### config.mk
export PLATFORM = sky130hd
export DESIGN_NAME = can_diag_session_commands
export DESIGN_NICKNAME = d
export VERILOG_FILES = /design/src/can_diag_pkg.sv /design/src/can_diag_session_commands.sv
export SDC_FILE = /design/constraint.sdc
export NUM_CORES = 2
export LEC_CHECK = 0
export BUFFER_PORTS_ARGS = -buffer_cell sky130_fd_sc_hd__buf_4
export CAP_MARGIN = 0
export CORE_MARGIN = 2
export CORE_UTILIZATION = 35
export DETAILED_ROUTE_END_ITERATION = 7
export PLACE_DENSITY = 0.6
export SLEW_MARGIN = 40
export SYNTH_ARGS = -nofsm -noshare
export SYNTH_HDL_FRONTEND = slang
export SYNTH_SLANG_ARGS = --single-unit
### constraint.sdc
create_clock -name clk_in -period 3.4 [get_ports clk_in]
set_clock_uncertainty 0.15 [all_clocks]
set_input_delay 0.51 -clock clk_in [delete_from_list [all_inputs] [get_ports clk_in]]
set_output_delay 0.51 -clock clk_in [all_outputs]
set_load 0.05 [all_outputs]
### src/can_diag_pkg.sv
// constants and types for the per-channel diagnostic session command block
// assumes byte commands arrive already framed as one header beat per command
package can_diag_pkg;
    // command codes
    localparam logic [7:0] CMD_START = 8'hA1;
    localparam logic [7:0] CMD_QUERY = 8'hA3;
    localparam logic [7:0] CMD_STOP = 8'hA4;
    localparam logic [7:0] CMD_STATE = 8'hA5;
    // response lengths in bytes
    localparam logic [15:0] HDR_LEN = 16'h0008;
    localparam logic [15:0] ACK_LEN = 16'h0002;
    // byte positions of the buffer query response
    localparam int B_CHAN = 0;
    localparam int B_FAULT = 1;
    localparam int B_FLAGS = 2;
    localparam int B_STATE = 3;
    localparam int B_LEN_LO = 4;
    localparam int B_LEN_HI = 5;
    localparam int B_REM_LO = 6;
    localparam int B_REM_HI = 7;
    // byte positions of the state query response
    localparam int S_TYPE = 2;
    localparam int S_STATE = 3;
    localparam int S_FLAGS = 4;
    // flag bits of the buffer query response
    localparam int FLAG_SEG = 0;
    localparam int FLAG_BUSY = 1;
    localparam int FLAG_VALID = 2;
    localparam int FLAG_MORE = 3;
    // flag bits of the state query response
    localparam int SFLAG_BUSY = 0;
    localparam int SFLAG_MORE = 1;
    // mode byte: bit 0 functional addressing, top bit no answer needed
    localparam int MODE_NO_RSP_BIT = 7;
    localparam logic [7:0] CLEAR_FAULT = 8'h01;
    // fault codes
    localparam logic [7:0] FAULT_NONE = 8'h00;
    localparam logic [7:0] FAULT_NO_SESSION = 8'h01;
    // session state as reported to the host
    typedef enum logic [2:0] {
        ST_NOT_INIT = 3'b000,
        ST_NO_CONN = 3'b001,
        ST_ESTABLISHING = 3'b010,
        ST_ESTABLISHED = 3'b011,
        ST_RELEASING = 3'b100
    } diag_state_t;
    typedef enum logic [0:0] {
        RSP_IDLE = 1'b0,
        RSP_SEND = 1'b1
    } rsp_fsm_t;
    // command header: code, bytes 0 and 1, bytes 2..3 as length
    typedef struct packed {
        logic [7:0] code;
        logic [7:0] channel;
        logic [7:0] mode;
        logic [15:0] length;
    } diag_cmd_t;
    // one received response byte from the link side
    typedef struct packed {
        logic [7:0] channel;
        logic [7:0] data;
        logic seg;
        logic last;
    } rx_beat_t;
    // closing request handed to the transmit side
    typedef struct packed {
        logic [7:0] channel;
        logic [7:0] mode;
        logic [15:0] length;
        logic no_rsp;
    } close_req_t;
endpackage

### src/can_diag_session_commands.sv
// command interpreter for per-channel diagnostic sessions: start, buffer query, stop, state query
// assumes one command header per beat, response bytes drained over a valid/ready stream
`timescale 1ns/10ps
`default_nettype none
module can_diag_session_commands
    import can_diag_pkg::*;
#(
    parameter int NCH = 2,
    parameter int DEPTH = 64,
    parameter logic [15:0] MAX_PARAM_BYTES = 16'h0040
) (
    // clock and reset
    input wire logic clk_in,
    input wire logic rst_b_in,
    // command header from the host
    input wire logic cmd_valid_in,
    input wire diag_cmd_t cmd_in,
    output logic cmd_ready_out,
    // response byte stream to the host
    output logic rsp_valid_out,
    output logic [7:0] rsp_byte_out,
    output logic rsp_last_out,
    input wire logic rsp_ready_in,
    // session environment
    input wire logic [NCH-1:0] chan_alloc_in,
    input wire logic [7:0] diag_type_in,
    input wire logic [NCH-1:0] link_up_in,
    input wire logic [NCH-1:0] link_down_in,
    // fault reports from the protocol engine
    input wire logic fault_valid_in,
    input wire logic [7:0] fault_chan_in,
    input wire logic [7:0] fault_code_in,
    // received response bytes
    input wire logic rx_valid_in,
    input wire rx_beat_t rx_in,
    // closing request to the transmit side
    output logic req_start_out,
    output close_req_t req_out
);
    localparam int CW = (NCH > 1) ? $clog2(NCH) : 1;
    localparam int PW = $clog2(DEPTH);
    localparam int NW = $clog2(DEPTH + 1);
    localparam logic [15:0] MAX_PAY = MAX_PARAM_BYTES - HDR_LEN;

    function automatic logic chan_ok(input logic [7:0] ch);
        chan_ok = (ch < 8'(NCH));
    endfunction

    function automatic logic known_code(input logic [7:0] c);
        known_code = (c == CMD_START) || (c == CMD_QUERY) || (c == CMD_STOP) || (c == CMD_STATE);
    endfunction

    rsp_fsm_t fsm, next_fsm;
    logic [7:0] hdr [8];
    logic [7:0] next_hdr [8];
    logic [15:0] total, next_total, idx, next_idx;
    logic [CW-1:0] rch, next_rch;
    logic [7:0] code_q, next_code;
    diag_state_t dstate [NCH];
    diag_state_t next_dstate [NCH];
    logic [7:0] fault [NCH];
    logic [7:0] next_fault [NCH];
    logic [NCH-1:0] busy, next_busy, seg, next_seg, inc, dec;
    logic [PW-1:0] wptr [NCH];
    logic [PW-1:0] next_wptr [NCH];
    logic [PW-1:0] rptr [NCH];
    logic [PW-1:0] next_rptr [NCH];
    logic [NW-1:0] cnt [NCH];
    logic [NW-1:0] next_cnt [NCH];
    logic [7:0] store [NCH][DEPTH];
    logic [7:0] next_store [NCH][DEPTH];
    logic next_cmd_ready, next_rsp_valid, next_rsp_last, next_req_start;
    logic [7:0] next_rsp_byte;
    close_req_t next_req;
    logic [CW-1:0] cch, xch;
    logic cmd_take, cmd_ok, rx_take;
    logic [7:0] sel_fault;
    logic [NW-1:0] sel_cnt;
    diag_state_t sel_state;
    logic [15:0] pay_len, rem_len;

    // addressed channel views, shared by the decode and the checks
    assign cch = cmd_in.channel[CW-1:0];
    assign xch = rx_in.channel[CW-1:0];
    assign cmd_take = (fsm == RSP_IDLE) && cmd_valid_in && known_code(cmd_in.code);
    assign cmd_ok = chan_ok(cmd_in.channel) && chan_alloc_in[cch];
    assign rx_take = rx_valid_in && chan_ok(rx_in.channel) && busy[xch] && (cnt[xch] < NW'(DEPTH));
    assign sel_fault = fault[cch];
    assign sel_cnt = cnt[cch];
    assign sel_state = dstate[cch];
    // payload capped at parameter size less header
    assign pay_len = (16'(sel_cnt) < MAX_PAY) ? 16'(sel_cnt) : MAX_PAY;
    assign rem_len = 16'(sel_cnt) - pay_len;

    // next-state logic for sessions, buffers and the response sequencer
    always_comb begin
        next_fsm = fsm;
        next_hdr = hdr;
        next_total = total;
        next_idx = idx;
        next_rch = rch;
        next_code = code_q;
        next_dstate = dstate;
        next_fault = fault;
        next_busy = busy;
        next_seg = seg;
        next_wptr = wptr;
        next_rptr = rptr;
        next_store = store;
        next_cnt = cnt;
        next_req = req_out;
        next_req_start = 1'b0;
        next_rsp_valid = rsp_valid_out;
        next_rsp_byte = rsp_byte_out;
        next_rsp_last = rsp_last_out;
        inc = '0;
        dec = '0;
        // link progress moves the connection state
        for (int c = 0; c < NCH; c++) begin
            if (link_up_in[c] && dstate[c] == ST_ESTABLISHING) begin
                next_dstate[c] = ST_ESTABLISHED;
            end
            if (link_down_in[c] && dstate[c] == ST_RELEASING) begin
                next_dstate[c] = ST_NO_CONN;
            end
        end
        // expected bytes only; final byte ends busy
        if (rx_take) begin
            next_store[xch][wptr[xch]] = rx_in.data;
            next_wptr[xch] = wptr[xch] + PW'(1);
            next_seg[xch] = rx_in.seg;
            inc[xch] = 1'b1;
            if (rx_in.last) begin
                next_busy[xch] = 1'b0;
            end
        end
        // command decode: header latched so the reply reflects pre-command values
        if (cmd_take) begin
            next_fsm = RSP_SEND;
            next_idx = 16'h0000;
            next_rch = cch;
            next_code = cmd_in.code;
            next_total = ACK_LEN;
            for (int b = 0; b < 8; b++) begin
                next_hdr[b] = 8'h00;
            end
            next_hdr[B_CHAN] = cmd_in.channel;
            next_hdr[B_FAULT] = cmd_ok ? sel_fault : FAULT_NO_SESSION;
            unique case (cmd_in.code)
                CMD_QUERY: begin
                    next_total = HDR_LEN + (cmd_ok ? pay_len : 16'h0000);
                    if (cmd_ok) begin
                        next_hdr[B_FLAGS][FLAG_SEG] = seg[cch];
                        next_hdr[B_FLAGS][FLAG_BUSY] = busy[cch];
                        next_hdr[B_FLAGS][FLAG_VALID] = (sel_cnt != '0);
                        next_hdr[B_FLAGS][FLAG_MORE] = (rem_len != 16'h0000);
                        next_hdr[B_STATE] = {5'h00, sel_state};
                        next_hdr[B_LEN_LO] = pay_len[7:0];
                        next_hdr[B_LEN_HI] = pay_len[15:8];
                        next_hdr[B_REM_LO] = rem_len[7:0];
                        next_hdr[B_REM_HI] = rem_len[15:8];
                    end
                end
                CMD_STOP: begin
                    if (cmd_ok) begin
                        next_dstate[cch] = ST_RELEASING;
                        if (cmd_in.length != 16'h0000) begin
                            next_fault[cch] = FAULT_NONE;
                            next_busy[cch] = 1'b1;
                            next_req_start = 1'b1;
                            next_req.channel = cmd_in.channel;
                            next_req.mode = cmd_in.mode;
                            next_req.length = cmd_in.length;
                            next_req.no_rsp = cmd_in.mode[MODE_NO_RSP_BIT];
                        end
                    end
                end
                CMD_STATE: begin
                    next_total = HDR_LEN;
                    if (cmd_ok) begin
                        // report the value held before clearing
                        next_hdr[S_TYPE] = diag_type_in;
                        next_hdr[S_STATE] = {5'h00, sel_state};
                        next_hdr[S_FLAGS][SFLAG_BUSY] = busy[cch];
                        next_hdr[S_FLAGS][SFLAG_MORE] = (sel_cnt != '0);
                        if (cmd_in.mode == CLEAR_FAULT) begin
                            next_fault[cch] = FAULT_NONE;
                        end
                    end
                end
                CMD_START: begin
                    if (cmd_ok) begin
                        next_fault[cch] = FAULT_NONE;
                        next_dstate[cch] = ST_ESTABLISHING;
                    end
                end
            endcase
        end
        // a fresh fault wins over any clear in the same cycle
        if (fault_valid_in && chan_ok(fault_chan_in)) begin
            next_fault[fault_chan_in[CW-1:0]] = fault_code_in;
        end
        // header bytes then payload popped from the buffer
        if (fsm == RSP_SEND && (!rsp_valid_out || rsp_ready_in)) begin
            next_rsp_valid = 1'b1;
            next_rsp_last = (idx == total - 16'h0001);
            next_idx = idx + 16'h0001;
            if (idx < HDR_LEN) begin
                next_rsp_byte = hdr[idx[2:0]];
            end else begin
                // unread bytes stay for the next query
                next_rsp_byte = store[rch][rptr[rch]];
                next_rptr[rch] = rptr[rch] + PW'(1);
                dec[rch] = 1'b1;
            end
            if (idx == total - 16'h0001) begin
                next_fsm = RSP_IDLE;
            end
        end else if (rsp_ready_in) begin
            next_rsp_valid = 1'b0;
            next_rsp_last = 1'b0;
        end
        for (int c = 0; c < NCH; c++) begin
            next_cnt[c] = cnt[c] + NW'(inc[c]) - NW'(dec[c]);
        end
        next_cmd_ready = (next_fsm == RSP_IDLE);
    end

    // registers only; synchronous active-low reset
    always_ff @(posedge clk_in) begin
        if (!rst_b_in) begin
            fsm <= RSP_IDLE;
            total <= 16'h0000;
            idx <= 16'h0000;
            rch <= '0;
            code_q <= 8'h00;
            busy <= '0;
            seg <= '0;
            cmd_ready_out <= 1'b0;
            rsp_valid_out <= 1'b0;
            rsp_byte_out <= 8'h00;
            rsp_last_out <= 1'b0;
            req_start_out <= 1'b0;
            req_out <= '0;
            for (int b = 0; b < 8; b++) begin
                hdr[b] <= 8'h00;
            end
            for (int c = 0; c < NCH; c++) begin
                dstate[c] <= ST_NOT_INIT;
                fault[c] <= FAULT_NONE;
                wptr[c] <= '0;
                rptr[c] <= '0;
                cnt[c] <= '0;
                for (int d = 0; d < DEPTH; d++) begin
                    store[c][d] <= 8'h00;
                end
            end
        end else begin
            fsm <= next_fsm;
            hdr <= next_hdr;
            total <= next_total;
            idx <= next_idx;
            rch <= next_rch;
            code_q <= next_code;
            dstate <= next_dstate;
            fault <= next_fault;
            busy <= next_busy;
            seg <= next_seg;
            wptr <= next_wptr;
            rptr <= next_rptr;
            cnt <= next_cnt;
            store <= next_store;
            cmd_ready_out <= next_cmd_ready;
            rsp_valid_out <= next_rsp_valid;
            rsp_byte_out <= next_rsp_byte;
            rsp_last_out <= next_rsp_last;
            req_start_out <= next_req_start;
            req_out <= next_req;
        end
    end
endmodule
`default_nettype wire

==> impl_metrics.env <==
export IMPL_outcome="complete, no violations"
export IMPL_synth_distinct_cells=84
export IMPL_seq_area_frac_synth_pct=44.0
export IMPL_reg2reg_depth=10
export IMPL_path_max_fanout=27
export IMPL_rows=144
export IMPL_setup_violations=0
export IMPL_port_buffers=138
export IMPL_setup_tns_ps=0
export IMPL_grt_pass1_wl_um=319000
export IMPL_cts_max_path_buffers=3
export IMPL_grtUsageTotal_pct=26.0
export IMPL_synth_edf_count=0
export IMPL_layout_nets=7194
export IMPL_numCtsBuffers=134
export IMPL_layout_commonest_cell="nand2_1"
export IMPL_yosysWarnings=0
export IMPL_wirelength_um=214000
export IMPL_holdWs_ps=63.4
export IMPL_clock_latency_ps=770
export IMPL_timing_final_crit_period_ps=3320
export IMPL_clk_pin_slew_worst_paths_ps=60
export IMPL_place_area_sq_um=60200
export IMPL_vdd_ir_drop_max_mv=0.531
export IMPL_crit_required_ps=3970
export IMPL_dieWidth_um=399
export IMPL_syn2layout_area_growth_pct=19.6
export IMPL_grt_antenna_before_repair=3
export IMPL_maxCapViolations=0
export IMPL_pin_count=139
export IMPL_hold_viol_final=0
export IMPL_drive_gt1_share_pct=13.9
export IMPL_dp_hpwl_um=138000
export IMPL_hp_class="input pin to flip-flop"
export IMPL_drv_slew=0
export IMPL_finalCritPeriodShare_pct=97.5
export IMPL_synthesis_nets=7066
export IMPL_max_freq_mhz=302
export IMPL_mostFrequentLayoutCells="nand2_1 (1391), dfxtp_1 (1192), a21oi_1 (1125)"
export IMPL_worstSetupStartpoint="rptr[0]"
export IMPL_worstReg2RegStart="rptr[0]"
export IMPL_start_kind="flip-flop"
export IMPL_vias_per_cell=5.84
export IMPL_cp_endpoint="rsp_byte_out[4]"
export IMPL_yosys_most_used_dff="dfxtp_1"
export IMPL_power_density_nw_per_um2=456
export IMPL_r2r_setup_slack_ps=80
export IMPL_drt_initial_drc_count=6755
export IMPL_end_kind="flip-flop"
export IMPL_synth_area_sq_um=54500
export IMPL_relSlewSlack_pct=39.3
export IMPL_grt_overflow_total=0
export IMPL_htree_levels=4
export IMPL_drc_errors=0
export IMPL_chipHeight_um=399
export IMPL_cts_tree="built"
export IMPL_synthCells=6949
export IMPL_coreArea_sq_um=154000
export IMPL_cts_root_buffer_cell="clkbuf_16"
export IMPL_final_util_pct=42.3
export IMPL_ys_seq_elements=1198
export IMPL_initial_core_util_pct=35.3
export IMPL_wl_per_cell_um=23.2
export IMPL_power_total_mw=29.8
export IMPL_grt_pass1_vias=49900
export IMPL_synthArstFlopShare_pct=0
export IMPL_place_congestion=0.948
export IMPL_drt_antenna_violating_nets=0
export IMPL_syn_avg_cell_area_sq_um=7.85
export IMPL_tightest_slew_ps=911
export IMPL_rsz0062_at_grt="no"
export IMPL_dr_pass1_iters=6
export IMPL_vias=53800
export IMPL_leakage_nw=21.3
export IMPL_r2r_end="rsp_byte_out[4]"
export IMPL_cp_arrival_ps=3880
export IMPL_dieArea_sq_um=159000
export IMPL_final_cell_area_sq_um=65300
export IMPL_cts_sinks=1198
export IMPL_setup_worst_path_class="flip-flop to flip-flop"
export IMPL_grt_max_degree=129
## final cells by class
type | count | area, sq um
fill | 15300 | 89100
multi-input combinational | 5064 | 28100
sequential | 1198 | 24000
timing repair buffer | 635 | 5970
clock buffer | 201 | 4040
tap | 2044 | 2560
clock inverter | 34 | 400
inverter | 44 | 178
antenna | 3 | 7.51
## routing by layer
metal	global-route usage (%)	wire length [um]
met1	35.3	89600
met2	40.1	94000
met5	0	25
met4	11.1	9290
met3	5.23	20800
## state kept, by name, summed over array words and instances, names as in the netlist
register,cells
store,1024
hdr,41
req_out,32
fault,16
idx,16
cnt,14
rptr,12
wptr,12
rsp_byte_out,8
total,8
dstate,6
busy,2
seg,2
cmd_ready_out,1
fsm,1
req_start_out,1
rsp_last_out,1
rsp_valid_out,1
## cells by family (layout without fill, tap and decap cells)
kind of cell	after synthesis	in the layout	synth area share [%]
buffers and inverters	687	914	5.00
and+or+nand+nor	2594	2594	20.7
adders and majority gates	23	23	0.555
AOI/OAI and AO/OA	1982	1982	19.8
muxes	422	422	9.29
DFF	1198	1198	44.0
other	1	4	0.00688
xor gates and xnor gates	42	42	0.674
## Yosys cell counts (17+ instances only)
cell type / n / area [sq um]
a211oi_1: 61 / 458
nand3_1: 608 / 3040
nor3_1: 30 / 150
mux2i_1: 326 / 3260
o211ai_1: 17 / 128
ha_1: 21 / 263
o22ai_1: 40 / 250
buf_2: 81 / 405
inv_1: 40 / 150
buf_1: 60 / 225
and2_1: 31 / 194
xnor2_1: 26 / 228
mux4_2: 64 / 1440
nand2_1: 1405 / 5270
dfxtp_1: 1198 / 24000
nor2_1: 303 / 1140
nor2_2: 38 / 238
and3_1: 22 / 138
clkbuf_1: 492 / 1850
o21ai_0: 520 / 2600
a32oi_1: 21 / 184
a31oi_1: 45 / 282
mux2_2: 30 / 338
nor2b_1: 48 / 300
a22oi_1: 51 / 383
nand4_1: 26 / 163
a221oi_1: 21 / 184
a21oi_1: 1127 / 5640
## per-stage QoR
stage	instances	setup WS (ps)
CTS	9220	52.3
finish	9223	84.0
global route	9220	9.22
detailed placement	8930	37.8
global placement	8930	6.16
floorplan	6949	12.5
## where the power goes
part	switching [mW]	internal [mW]	leakage (nW)
Combinational	0.652	0.227	9.47
Clock	6.17	8.67	2.20
Sequential	0.00296	14.0	9.65
Total	6.83	22.9	21.3
## timing repair
action | 4_1_cts | 5_1_grt
setup buffers | 0 | 0
pin swaps | 0 | 1
endpoints found under the setup margin | 1 | 3
endpoints found under the hold margin | 65 | 0
resized for setup | 1 | 7
hold buffers | 55 | 0
## critical path, cell delays in order (launching register included)
cell and delay [ps]:
dfxtp_4 400, buf_12 260, inv_1 90, buf_4 230, a31oi_1 530, buf_4 300, o22ai_1 120, or4_1 490
a311o_1 320, o311ai_0 120, buf_4 210
## worst min-delay path by stage
stage,from,to,slack [ps],cells past startpoint
2_1_floorplan,hdr[41],hdr[41],280,2
3_3_place_gp,store[618],store[618],290,2
5_1_grt,rst_b_in,total[1],40,2
4_1_cts,rst_b_in,total[1],20,2
6_report,rst_b_in,total[1],60,2
3_5_place_dp,store[702],store[702],290,2
(Power assumes the default switching activity.)
